===== src/design/mscr_pkg.sv =====
// Contract
// - buffer frame count is 7 bits, zero when empty, cleared on drain or config write.
// - overrun flag sets to 1 on buffer overrun, stays 0 otherwise.
// - range code 0001 gives 2g, 0010 gives 4g, 0100 gives 8g, others 2g.
// - rate-double bit 1 gives output rate 4x bandwidth, 0 gives 2x.
// - low three bandwidth bits pick 3.9Hz to 500Hz doubling; upper two ignored.
// - active-enable bit 1 enters active mode, 0 stays or returns to standby.
// - settle code picks preset 2048us, 768us, 96us or 12us for codes 11 to 00.
// - sleep code 0000 disables power cycling; 0001-0101 0.5ms; up to 1s at 1111.
// - dynamic threshold window is four times the 5-bit sample count; reset 48.
// - writing 1 to pedometer clear resets the 16-bit step total.
// - new-sample update only when change exceeds precision field times 3.9mg.
// - minimum step window is short-window field times one output period.
// - step counting quits after quit-window field times 8 output periods.
// - motion irq enables in bits 7..1, all clear at reset.
// - watermark, full, data ready, low-g enables plus high-g z,y,x in bits 2..0.
// - three source bits choose unfiltered when 1, filtered when 0.
// - each source has a pin a map bit; 1 drives the pin, 0 keeps it off.
// - orientation, tap and step sources have pin b map bits.
// - watermark, full, data ready, low-g, high-g sources have pin b map bits.
package mscr_pkg;
  localparam logic [7:0] ADDR_LEVEL      = 8'h0e;
  localparam logic [7:0] ADDR_RANGE      = 8'h0f;
  localparam logic [7:0] ADDR_BAND       = 8'h10;
  localparam logic [7:0] ADDR_POWER      = 8'h11;
  localparam logic [7:0] ADDR_PED0       = 8'h12;
  localparam logic [7:0] ADDR_PED1       = 8'h13;
  localparam logic [7:0] ADDR_PED2       = 8'h14;
  localparam logic [7:0] ADDR_PED3       = 8'h15;
  localparam logic [7:0] ADDR_EN_MOTION  = 8'h16;
  localparam logic [7:0] ADDR_EN_DATA    = 8'h17;
  localparam logic [7:0] ADDR_SRC        = 8'h18;
  localparam logic [7:0] ADDR_MAPA_MOT   = 8'h19;
  localparam logic [7:0] ADDR_MAPA_DATA  = 8'h1a;
  localparam logic [7:0] ADDR_MAPB_MOT   = 8'h1b;
  localparam logic [7:0] ADDR_MAPB_DATA  = 8'h1c;
  localparam logic [7:0] ADDR_WMK        = 8'h31;
  localparam logic [7:0] ADDR_BUF_CFG1   = 8'h3e;
  localparam logic [7:0] RST_DEFAULT     = 8'h00;
  localparam logic [7:0] RST_PED0        = 8'h0c;
  localparam logic [7:0] MASK_RANGE      = 8'h0f;
  localparam logic [7:0] MASK_BAND       = 8'h3f;
  localparam logic [7:0] MASK_PED0       = 8'h9f;
  localparam logic [7:0] MASK_EN_MOTION  = 8'hfe;
  localparam logic [7:0] MASK_DATA_GRP   = 8'h7f;
  localparam logic [7:0] MASK_SRC        = 8'h70;
  localparam logic [7:0] MASK_MAP_MOT    = 8'hfe;
  localparam logic [7:0] MASK_MAPA_DATA  = 8'h7c;
  localparam logic [7:0] MASK_MAPB_DATA  = 8'h7c;
  localparam int         POS_RATE_DOUBLE = 5;
  localparam int         POS_ACTIVE      = 7;
  localparam int         POS_MUST_ONE    = 6;
  localparam int         POS_PED_RUN     = 7;
  localparam int         POS_PED_CLEAR   = 7;
  localparam int         POS_SRC_PED     = 6;
  localparam int         POS_SRC_SAMPLE  = 5;
  localparam int         POS_SRC_KNOCK   = 4;
  localparam logic [3:0] RANGE_CODE_4G   = 4'h2;
  localparam logic [3:0] RANGE_CODE_8G   = 4'h4;
  localparam logic [6:0] LEVEL_EMPTY     = 7'h00;
  localparam int         CLK_HZ          = 40000000;
  localparam int         PRESET_US_0     = 12;
  localparam int         PRESET_US_1     = 96;
  localparam int         PRESET_US_2     = 768;
  localparam int         PRESET_US_3     = 2048;
  localparam int         PRESET_CYC_0    = (PRESET_US_0 * (CLK_HZ / 1000000));
  localparam int         PRESET_CYC_1    = (PRESET_US_1 * (CLK_HZ / 1000000));
  localparam int         PRESET_CYC_2    = (PRESET_US_2 * (CLK_HZ / 1000000));
  localparam int         PRESET_CYC_3    = (PRESET_US_3 * (CLK_HZ / 1000000));
  typedef enum logic [1:0] {
    MSCR_G2 = 2'b00,
    MSCR_G4 = 2'b01,
    MSCR_G8 = 2'b10
  } mscr_range_e;
  typedef enum logic [0:0] {
    MSCR_STANDBY = 1'b0,
    MSCR_ACTIVE  = 1'b1
  } mscr_mode_e;
endpackage


===== src/design/mscr_regs.sv =====
`timescale 1ns/10ps
module mscr_regs (
  input  wire logic        CLK_IN,
  input  wire logic        RST_IN,
  input  wire logic        WR_EN_IN,
  input  wire logic        RD_EN_IN,
  input  wire logic [7:0]  ADDR_IN,
  input  wire logic [7:0]  WDATA_IN,
  input  wire logic        FRAME_PUSH_IN,
  input  wire logic        FRAME_POP_IN,
  input  wire logic        OVERRUN_IN,
  input  wire logic [6:0]  MOTION_EVT_IN,
  input  wire logic [6:0]  DATA_EVT_IN,
  output logic      [7:0]  RDATA_OUT,
  output logic      [1:0]  RANGE_SEL_OUT,
  output logic      [2:0]  BAND_SEL_OUT,
  output logic             RATE_DOUBLE_OUT,
  output logic             ACTIVE_MODE_OUT,
  output logic      [1:0]  PRESET_CODE_OUT,
  output logic      [16:0] PRESET_CYCLES_OUT,
  output logic      [3:0]  SLEEP_CODE_OUT,
  output logic             POWER_CYCLE_OUT,
  output logic             PED_RUN_OUT,
  output logic      [6:0]  PED_SAMPLES_OUT,
  output logic      [6:0]  PED_PRECISION_OUT,
  output logic             PED_CLEAR_OUT,
  output logic      [7:0]  PED_MIN_WIN_OUT,
  output logic      [10:0] PED_QUIT_WIN_OUT,
  output logic             PED_RAW_OUT,
  output logic             SAMPLE_RAW_OUT,
  output logic             KNOCK_RAW_OUT,
  output logic             IRQ_PIN_A_OUT,
  output logic             IRQ_PIN_B_OUT
);
  // register image
  logic [7:0]  r_range;
  logic [7:0]  r_band;
  logic [7:0]  r_power;
  logic [7:0]  r_ped0;
  logic [7:0]  r_ped1;
  logic [7:0]  r_ped2;
  logic [7:0]  r_ped3;
  logic [7:0]  r_en_mot;
  logic [7:0]  r_en_data;
  logic [7:0]  r_src;
  logic [7:0]  r_mapa_mot;
  logic [7:0]  r_mapa_data;
  logic [7:0]  r_mapb_mot;
  logic [7:0]  r_mapb_data;
  logic [6:0]  level;
  logic        overrun;
  logic [7:0]  next_range;
  logic [7:0]  next_band;
  logic [7:0]  next_power;
  logic [7:0]  next_ped0;
  logic [7:0]  next_ped1;
  logic [7:0]  next_ped2;
  logic [7:0]  next_ped3;
  logic [7:0]  next_en_mot;
  logic [7:0]  next_en_data;
  logic [7:0]  next_src;
  logic [7:0]  next_mapa_mot;
  logic [7:0]  next_mapa_data;
  logic [7:0]  next_mapb_mot;
  logic [7:0]  next_mapb_data;
  logic [6:0]  next_level;
  logic        next_overrun;
  logic [7:0]  next_rdata;
  logic        next_ped_clear;
  // derived outputs
  logic [1:0]  next_range_sel;
  // seventeen bits so the longest preset does not wrap
  logic [16:0] next_preset_cyc;
  logic        next_pin_a;
  logic        next_pin_b;
  logic        high_any;
  logic [6:0]  live_mot;
  logic [6:0]  live_data;

  always_comb begin
    next_range     = r_range;
    next_band      = r_band;
    next_power     = r_power;
    next_ped0      = r_ped0;
    next_ped1      = r_ped1;
    next_ped2      = r_ped2;
    next_ped3      = r_ped3;
    next_en_mot    = r_en_mot;
    next_en_data   = r_en_data;
    next_src       = r_src;
    next_mapa_mot  = r_mapa_mot;
    next_mapa_data = r_mapa_data;
    next_mapb_mot  = r_mapb_mot;
    next_mapb_data = r_mapb_data;
    // clear is a strobe only, never stored, so it reads back 0
    next_ped_clear = 1'b0;
    if (WR_EN_IN) begin
      unique case (ADDR_IN)
        mscr_pkg::ADDR_RANGE:     next_range     = WDATA_IN & mscr_pkg::MASK_RANGE;
        mscr_pkg::ADDR_BAND:      next_band      = WDATA_IN & mscr_pkg::MASK_BAND;
        mscr_pkg::ADDR_POWER:     next_power     = WDATA_IN;
        mscr_pkg::ADDR_PED0:      next_ped0      = WDATA_IN & mscr_pkg::MASK_PED0;
        mscr_pkg::ADDR_PED1: begin
          next_ped1      = {1'b0, WDATA_IN[6:0]};
          next_ped_clear = WDATA_IN[mscr_pkg::POS_PED_CLEAR];
        end
        mscr_pkg::ADDR_PED2:      next_ped2      = WDATA_IN;
        mscr_pkg::ADDR_PED3:      next_ped3      = WDATA_IN;
        mscr_pkg::ADDR_EN_MOTION: next_en_mot    = WDATA_IN & mscr_pkg::MASK_EN_MOTION;
        mscr_pkg::ADDR_EN_DATA:   next_en_data   = WDATA_IN & mscr_pkg::MASK_DATA_GRP;
        mscr_pkg::ADDR_SRC:       next_src       = WDATA_IN & mscr_pkg::MASK_SRC;
        mscr_pkg::ADDR_MAPA_MOT:  next_mapa_mot  = WDATA_IN & mscr_pkg::MASK_MAP_MOT;
        mscr_pkg::ADDR_MAPA_DATA: next_mapa_data = WDATA_IN & mscr_pkg::MASK_MAPA_DATA;
        mscr_pkg::ADDR_MAPB_MOT:  next_mapb_mot  = WDATA_IN & mscr_pkg::MASK_MAP_MOT;
        mscr_pkg::ADDR_MAPB_DATA: next_mapb_data = WDATA_IN & mscr_pkg::MASK_MAPB_DATA;
        default: ;
      endcase
    end
  end

  // frame counter; config write clears it, a push in that cycle is dropped
  always_comb begin
    next_level   = level;
    next_overrun = overrun | OVERRUN_IN;
    if (WR_EN_IN && (ADDR_IN == mscr_pkg::ADDR_WMK || ADDR_IN == mscr_pkg::ADDR_BUF_CFG1)) begin
      next_level = mscr_pkg::LEVEL_EMPTY;
    end else if (FRAME_PUSH_IN && !FRAME_POP_IN && level != 7'h7f) begin
      next_level = level + 7'h01;
    end else if (FRAME_POP_IN && !FRAME_PUSH_IN && level != mscr_pkg::LEVEL_EMPTY) begin
      next_level = level - 7'h01;
    end
    // reading the status word clears the sticky flag unless overrun fires now
    if (RD_EN_IN && ADDR_IN == mscr_pkg::ADDR_LEVEL && !OVERRUN_IN) begin
      next_overrun = 1'b0;
    end
  end

  always_comb begin
    next_rdata = 8'h00;
    if (RD_EN_IN) begin
      unique case (ADDR_IN)
        mscr_pkg::ADDR_LEVEL:     next_rdata = {overrun, level};
        mscr_pkg::ADDR_RANGE:     next_rdata = r_range;
        mscr_pkg::ADDR_BAND:      next_rdata = r_band;
        mscr_pkg::ADDR_POWER:     next_rdata = r_power;
        mscr_pkg::ADDR_PED0:      next_rdata = r_ped0;
        mscr_pkg::ADDR_PED1:      next_rdata = r_ped1;
        mscr_pkg::ADDR_PED2:      next_rdata = r_ped2;
        mscr_pkg::ADDR_PED3:      next_rdata = r_ped3;
        mscr_pkg::ADDR_EN_MOTION: next_rdata = r_en_mot;
        mscr_pkg::ADDR_EN_DATA:   next_rdata = r_en_data;
        mscr_pkg::ADDR_SRC:       next_rdata = r_src;
        mscr_pkg::ADDR_MAPA_MOT:  next_rdata = r_mapa_mot;
        mscr_pkg::ADDR_MAPA_DATA: next_rdata = r_mapa_data;
        mscr_pkg::ADDR_MAPB_MOT:  next_rdata = r_mapb_mot;
        mscr_pkg::ADDR_MAPB_DATA: next_rdata = r_mapb_data;
        default:                  next_rdata = 8'h00;
      endcase
    end
  end

  // decode from the next image so outputs track writes with one cycle latency
  always_comb begin
    unique case (next_range[3:0])
      mscr_pkg::RANGE_CODE_4G: next_range_sel = mscr_pkg::MSCR_G4;
      mscr_pkg::RANGE_CODE_8G: next_range_sel = mscr_pkg::MSCR_G8;
      default:                 next_range_sel = mscr_pkg::MSCR_G2;
    endcase
    unique case (next_power[5:4])
      2'b11:   next_preset_cyc = 17'(mscr_pkg::PRESET_CYC_3);
      2'b10:   next_preset_cyc = 17'(mscr_pkg::PRESET_CYC_2);
      2'b01:   next_preset_cyc = 17'(mscr_pkg::PRESET_CYC_1);
      default: next_preset_cyc = 17'(mscr_pkg::PRESET_CYC_0);
    endcase
  end

  // pins use live register values; events are level inputs
  always_comb begin
    high_any    = |(r_en_data[2:0] & DATA_EVT_IN[2:0]);
    live_mot    = MOTION_EVT_IN & r_en_mot[7:1];
    live_data   = DATA_EVT_IN & {r_en_data[6:3], 3'b000};
    next_pin_a  = |(live_mot & r_mapa_mot[7:1])
                | |({live_data[6:3], high_any} & r_mapa_data[6:2]);
    next_pin_b  = |(live_mot & r_mapb_mot[7:1])
                | |({live_data[6:3], high_any} & r_mapb_data[6:2]);
  end

  always_ff @(posedge CLK_IN) begin
    if (RST_IN) begin
      r_range           <= mscr_pkg::RST_DEFAULT;
      r_band            <= mscr_pkg::RST_DEFAULT;
      r_power           <= mscr_pkg::RST_DEFAULT;
      r_ped0            <= mscr_pkg::RST_PED0;
      r_ped1            <= mscr_pkg::RST_DEFAULT;
      r_ped2            <= mscr_pkg::RST_DEFAULT;
      r_ped3            <= mscr_pkg::RST_DEFAULT;
      r_en_mot          <= mscr_pkg::RST_DEFAULT;
      r_en_data         <= mscr_pkg::RST_DEFAULT;
      r_src             <= mscr_pkg::RST_DEFAULT;
      r_mapa_mot        <= mscr_pkg::RST_DEFAULT;
      r_mapa_data       <= mscr_pkg::RST_DEFAULT;
      r_mapb_mot        <= mscr_pkg::RST_DEFAULT;
      r_mapb_data       <= mscr_pkg::RST_DEFAULT;
      level             <= mscr_pkg::LEVEL_EMPTY;
      overrun           <= 1'b0;
      RDATA_OUT         <= 8'h00;
      RANGE_SEL_OUT     <= mscr_pkg::MSCR_G2;
      BAND_SEL_OUT      <= 3'h0;
      RATE_DOUBLE_OUT   <= 1'b0;
      ACTIVE_MODE_OUT   <= mscr_pkg::MSCR_STANDBY;
      PRESET_CODE_OUT   <= 2'h0;
      PRESET_CYCLES_OUT <= 17'(mscr_pkg::PRESET_CYC_0);
      SLEEP_CODE_OUT    <= 4'h0;
      POWER_CYCLE_OUT   <= 1'b0;
      PED_RUN_OUT       <= 1'b0;
      PED_SAMPLES_OUT   <= {mscr_pkg::RST_PED0[4:0], 2'b00};
      PED_PRECISION_OUT <= 7'h00;
      PED_CLEAR_OUT     <= 1'b0;
      PED_MIN_WIN_OUT   <= 8'h00;
      PED_QUIT_WIN_OUT  <= 11'h000;
      PED_RAW_OUT       <= 1'b0;
      SAMPLE_RAW_OUT    <= 1'b0;
      KNOCK_RAW_OUT     <= 1'b0;
      IRQ_PIN_A_OUT     <= 1'b0;
      IRQ_PIN_B_OUT     <= 1'b0;
    end else begin
      r_range           <= next_range;
      r_band            <= next_band;
      r_power           <= next_power;
      r_ped0            <= next_ped0;
      r_ped1            <= next_ped1;
      r_ped2            <= next_ped2;
      r_ped3            <= next_ped3;
      r_en_mot          <= next_en_mot;
      r_en_data         <= next_en_data;
      r_src             <= next_src;
      r_mapa_mot        <= next_mapa_mot;
      r_mapa_data       <= next_mapa_data;
      r_mapb_mot        <= next_mapb_mot;
      r_mapb_data       <= next_mapb_data;
      level             <= next_level;
      overrun           <= next_overrun;
      RDATA_OUT         <= next_rdata;
      RANGE_SEL_OUT     <= next_range_sel;
      BAND_SEL_OUT      <= next_band[2:0];
      RATE_DOUBLE_OUT   <= next_band[mscr_pkg::POS_RATE_DOUBLE];
      ACTIVE_MODE_OUT   <= next_power[mscr_pkg::POS_ACTIVE];
      PRESET_CODE_OUT   <= next_power[5:4];
      PRESET_CYCLES_OUT <= next_preset_cyc;
      SLEEP_CODE_OUT    <= next_power[3:0];
      POWER_CYCLE_OUT   <= (next_power[3:0] != 4'h0);
      PED_RUN_OUT       <= next_ped0[mscr_pkg::POS_PED_RUN];
      PED_SAMPLES_OUT   <= {next_ped0[4:0], 2'b00};
      PED_PRECISION_OUT <= next_ped1[6:0];
      PED_CLEAR_OUT     <= next_ped_clear;
      PED_MIN_WIN_OUT   <= next_ped2;
      PED_QUIT_WIN_OUT  <= {next_ped3, 3'b000};
      PED_RAW_OUT       <= next_src[mscr_pkg::POS_SRC_PED];
      SAMPLE_RAW_OUT    <= next_src[mscr_pkg::POS_SRC_SAMPLE];
      KNOCK_RAW_OUT     <= next_src[mscr_pkg::POS_SRC_KNOCK];
      IRQ_PIN_A_OUT     <= next_pin_a;
      IRQ_PIN_B_OUT     <= next_pin_b;
    end
  end
endmodule


===== config.mk =====
export PLATFORM = sky130hd
export DESIGN_NAME = mscr_regs
export DESIGN_NICKNAME = d
export VERILOG_FILES = /design/src/design/mscr_pkg.sv /design/src/design/mscr_regs.sv
export SDC_FILE = /design/constraint.sdc
export NUM_CORES = 1
export LEC_CHECK = 0
export BUFFER_PORTS_ARGS = -buffer_cell sky130_fd_sc_hd__buf_2
export CORE_MARGIN = 2
export CORE_UTILIZATION = 30
export DETAILED_ROUTE_END_ITERATION = 10
export PLACE_DENSITY = 0.59
export RECOVER_POWER = 25
export SLEW_MARGIN = 25
export SYNTH_ARGS = -nofsm -noshare
export SYNTH_HDL_FRONTEND = slang
export SYNTH_SLANG_ARGS = --single-unit

===== constraint.sdc =====
create_clock -name CLK_IN -period 3.1 [get_ports CLK_IN]
set_input_delay 0.62 -clock CLK_IN [delete_from_list [all_inputs] [get_ports CLK_IN]]
set_output_delay 0.62 -clock CLK_IN [all_outputs]
set_load 0.005 [all_outputs]

# Word-level counts from Yosys, hierarchy flattened
# Index checks and enable logic that the tools add are counted.
# classes
add_sub_neg	2
multipliers	0
n_div	0
magnitude_cmp	0
n_eq_ne	23
shifts	0
n_mux	17
bitwise	13
reduce_logical	33
# ops
op	count
$pmux 8 s15	1
$eq 8x5->1 const B	13
$pmux 17 s3	1
$mux 8	6
$and 7x7->7	4
$mux 7	4
$reduce_and 2->1	10
$eq 8x4->1 const B	2
$eq 8x6->1 const B	2
$reduce_or 7->1	2
$mux 6	2
$and 5x5->5	2
$reduce_or 5->1	2
$mux 4	2
$add 7x1->7 const B	1
$logic_and 1x1->1	7
$ne 7x7->1 const B	1
$reduce_bool 7->1	1
$sub 7x1->7 const B	1
$reduce_or 2->1	3
$reduce_or 3->1	2
$eq 2x2->1 const B	2
$eq 4x2->1 const B	1
$eq 4x3->1 const B	1
9 further kinds	15
# totals
register_bits	152
latchBits	0
ram_bits	0
mem_bits_ro	0
input_bits	37
output_inout_bits	79
word_cells	125
memories	0

# Longest topological paths before layout
# depth
word_depth	5
ltp_mapped	8
ltp_nobuf	8

# Worst setup path before layout
# No wires, ideal clock.
# synth_timing
kind	input-to-reg
start	input port ADDR_IN[5]
end	register PRESET_CYCLES_OUT[14]
setup_ns	0.123
t_arrival_ns	2.476
required_time_ns	2.977
slack_ns	0.501
path_stages	8
path_buffers	0
path_cell_list	nor4b_4 nand2_1 nor2_2 mux2i_1 ha_1 nor2_1 and2_1 or2_2
# synth_via
elab_chain_cells	5
word_cells_on_any_way	7
cone_classes	eq/ne: 4; mux: 3
# synth_lines
element	line	source
start: declaration	mscr_regs.sv:7	input wire logic [7:0] ADDR_IN,
$eq 8x5->1 *	mscr_regs.sv:98	unique case (ADDR_IN)
$mux 8 *	mscr_regs.sv:98	
$mux 8 *	mscr_regs.sv:97	if (WR_EN_IN) begin
$eq 2x1->1 / $eq 2x2->1 (equally long branches)	mscr_regs.sv:169	unique case (next_power[5:4])
$pmux 17 s3 *	mscr_regs.sv:169	
end signal: assignment	mscr_regs.sv:212	PRESET_CYCLES_OUT <= 17'(mscr_pkg::PRESET_CYC_0);
end signal: assignment	mscr_regs.sv:249	PRESET_CYCLES_OUT <= next_preset_cyc;
end: declaration	mscr_regs.sv:20	output logic [16:0] PRESET_CYCLES_OUT,
# Every way passes the cells marked *; elsewhere a longest branch is shown, timed or not.
# A chain may end at the register's enable or synchronous reset.

# Final worst setup path
# layout_timing
start	register level[3]
end	register level[6]
# layout_via
elab_chain_cells	3
word_cells_on_any_way	9
cone_classes	add/sub: 2; eq/ne: 1; mux: 2; reduce/logical: 4
# layout_lines
element	line	source
start: declaration	mscr_regs.sv:50	logic [6:0] level;
start signal: assignment	mscr_regs.sv:204	level <= mscr_pkg::LEVEL_EMPTY;
start signal: assignment	mscr_regs.sv:241	level <= next_level;
$sub 7x1->7 (tied with other cells)	mscr_regs.sv:130	next_level = level - 7'h01;
$mux 7 (tied with other cells)	mscr_regs.sv:129	end else if (FRAME_POP_IN && !FRAME_PUSH_IN && level != mscr_pkg::LEVEL_EMPTY) begin
$mux 7 / $reduce_bool 2->1 (equally long branches)	-	
# Parallel ways exist; a longest one is shown, timed or not. The select of a mux whose other input is x is not followed.

==> flow_metrics.env <==
export IMPL_outcome="finished, violations left"
export IMPL_violations="max-capacitance violations, max-slew violations"
export IMPL_grt_pass1_vias=5254
export IMPL_yosys_area_top_type_share=0.411
export IMPL_hold_class="input port to register"
export IMPL_area_growth_pct=20.8
export IMPL_cp_end_kind="register"
export IMPL_fin_crit_sh=0.889
export IMPL_setup_viol=0
export IMPL_fp_dieH_microns=142
export IMPL_die_area_sq_mm=0.0201
export IMPL_cts_tree="done"
export IMPL_ios=116
export IMPL_leakagePower_nw=2.66
export IMPL_cp_arrival_ps=3060
export IMPL_routed_wl_microns=20000
export IMPL_ant_nets=0
export IMPL_yosys_warnings=0
export IMPL_num_nets_final=824
export IMPL_final_setup_tns_ps=0
export IMPL_synth_edf_count=0
export IMPL_ys_seq_area_frac=0.411
export IMPL_rsz0062_at_grt="no"
export IMPL_synth_area_sq_mm=0.00570
export IMPL_cp_start_kind="register"
export IMPL_worst_path_max_fanout=12
export IMPL_tightestPinTransition_ps=1510
export IMPL_grt_start_max_net_pins=69
export IMPL_yosys_area_top_type="dfxtp_1"
export IMPL_worstHoldStart="OVERRUN_IN"
export IMPL_syn_instance_count=694
export IMPL_criticalPathCategory="register to register"
export IMPL_yosysUniqueCellTypes=58
export IMPL_min_period_ps=2760
export IMPL_diodes=0
export IMPL_rows=50
export IMPL_via_count=5508
export IMPL_yosysMostFrequentCell="dfxtp_1"
export IMPL_cts_setup_buffers=0
export IMPL_required_ps=3400
export IMPL_synth_seq_cells=117
export IMPL_clock_sinks=117
export IMPL_postLayoutCellArea_sq_mm=0.00688
export IMPL_grt_pass1_wl_microns=30800
export IMPL_dieWidth_microns=142
export IMPL_drt_pre_antenna_iters=5
export IMPL_core_sq_mm=0.0186
export IMPL_post_place_ws_ps=402
export IMPL_drtIter0Drc=589
export IMPL_peakVddDrop_v=0.000332
export IMPL_startpoint="level[3]$_SDFFE_PP0P_"
export IMPL_gp_congestion=0.972
export IMPL_power_density_mw_per_mm2=561
export IMPL_ctsHtreeMaxLevel=4
export IMPL_hpwl_microns=14700
export IMPL_placed_area_sq_mm=0.00634
export IMPL_netlist_top_cells_count="117 x dfxtp_1, 95 x nand2_1, 78 x a21oi_1, 66 x o21ai_0, 50 x nor2_1"
export IMPL_antenna_found_initial=0
export IMPL_synth_area_leaders="dfxtp_1 41%, a21oi_1 6.9%, nand2_1 6.3%, o21ai_0 5.8%, mux2i_1 5.6%"
export IMPL_grt_usage=0.203
export IMPL_cts_resized=0
export IMPL_cts_buffer_depth=2
export IMPL_drc=0
export IMPL_timing_rr_start="level[3]$_SDFFE_PP0P_"
export IMPL_synth_area_per_cell_sq_um=8.21
export IMPL_routedWlPerCell_microns=19.6
export IMPL_synthFlopType="dfxtp_1"
export IMPL_hold_buffers=0
export IMPL_hold_viol=0
export IMPL_viasPerCell=5.39
export IMPL_fmax_mhz=363
export IMPL_clk_pin_slew_ps=60
export IMPL_worst_slack_ps=343
export IMPL_cap_viol_max_count=1
export IMPL_clockRootBuffer="clkbuf_16"
export IMPL_skew_ps=6.80
export IMPL_final_layout_size_suffix_gt1_frac=0.185
export IMPL_slew_violations=33
export IMPL_synthArstFlopShare=0
export IMPL_clkLatencyLatePin_ps=430
export IMPL_initial_utilization=0.306
export IMPL_relSlewSlack=-0.00673
export IMPL_io_buffers=104
export IMPL_grt_overflow_total=0
export IMPL_cts_made_buffers=17
path summary, 6_finish.rpt:
kind                                     end  slack [ps]  cells after the start
setup / recovery       level[6]$_SDFFE_PP0P_         340                      8
hold / removal            overrun$_SDFF_PP0_         430                      3
setup reg to reg       level[6]$_SDFFE_PP0P_         340                      8
hold reg to reg   r_mapa_mot[1]$_SDFFE_PP0P_         500                      2
cells by family after synthesis:
family                     after synthesis  share of synthesized area
AOI/OAI and AO/OA                      205                      0.214
xor gates and xnor gates                 3                    0.00461
adders and majority gates               11                     0.0255
buffers and inverters                   81                     0.0722
DFF                                    117                      0.411
muxes                                   38                     0.0760
other                                    1                   0.000658
and+or+nand+nor                        238                      0.196
power breakdown:
part	internal, W	switching, W	total, W
clock	0.00124	0.000693	0.00193
sequential	0.00153	0.0000425	0.00157
combinational	0.000137	0.000224	0.000362
total	0.00290	0.000960	0.00386
flip-flops by register name (all words and copies together), names as in the netlist, 3 cells and up:
register           cells
r_ped2                 8
PRESET_CYCLES_OUT      7
PED_SAMPLES_OUT        4
SLEEP_CODE_OUT         3
r_mapa_data            5
r_power                3
r_range                4
r_ped1                 7
r_mapb_mot             7
r_ped3                 8
r_band                 3
RDATA_OUT              8
r_mapa_mot             7
r_mapb_data            5
r_en_mot               7
r_en_data              7
level                  7
layer usage:
metal | share of wire | vias to the layer above | GRT usage
met3 | 0.074 | 48 | 0.0506
met4 | 0.038 | 0 | 0.102
li1 | - | 2617 | -
met5 | 0 | - | 0
met2 | 0.43 | 267 | 0.300
met1 | 0.45 | 2576 | 0.275
per-stage QoR:
step / utilization / hold slack (ps) / std cells / total power (W)
6_report: 0.369 / 433 / 1022 / 0.00386
5_1_grt: 0.369 / 447 / 1022 / 0.00399
4_1_cts: 0.371 / 407 / 1022 / 0.00389
3_5_place_dp: 0.340 / 489 / 991 / 0.00196
3_3_place_gp: 0.340 / 476 / 991 / 0.00196
2_1_floorplan: - / 446 / 704 / 0.00184
final cells by class:
cell class | count | area [sq um]
timing repair buffer | 126 | 659
tap | 234 | 293
clock inverter | 8 | 100
fill | 1957 | 11800
clock buffer | 23 | 478
inverter | 8 | 30.0
multi-input combinational | 506 | 2980
sequential | 117 | 2340
worst max-delay path, cell delays in order (launching register included):
cell      delay (ps)
dfxtp_1          470
nand4_1          150
o21ai_1          740
fa_1             390
a211oi_1         110
o21a_1           200
or3_1            360
a21oi_1          150
nor3b_1           60
placed cells by master (no fill, tap or decap), types with 5 or more instances in the layout:
cell,n
dfxtp_1,117
buf_2,83
ha_1,10
buf_4,21
clkbuf_16,17
nor2b_1,6
mux2i_1,32
a22o_1,12
nand3_1,38
o21ai_0,66
nor2_1,50
a31oi_1,6
inv_1,8
nand2_1,95
nor3_1,6
nor3b_1,5
a21oi_1,78
a22oi_1,10
clkbuf_1,24
and2_1,8
conb_1,11
nand4_1,9
Power figures use the tool's default switching activity.
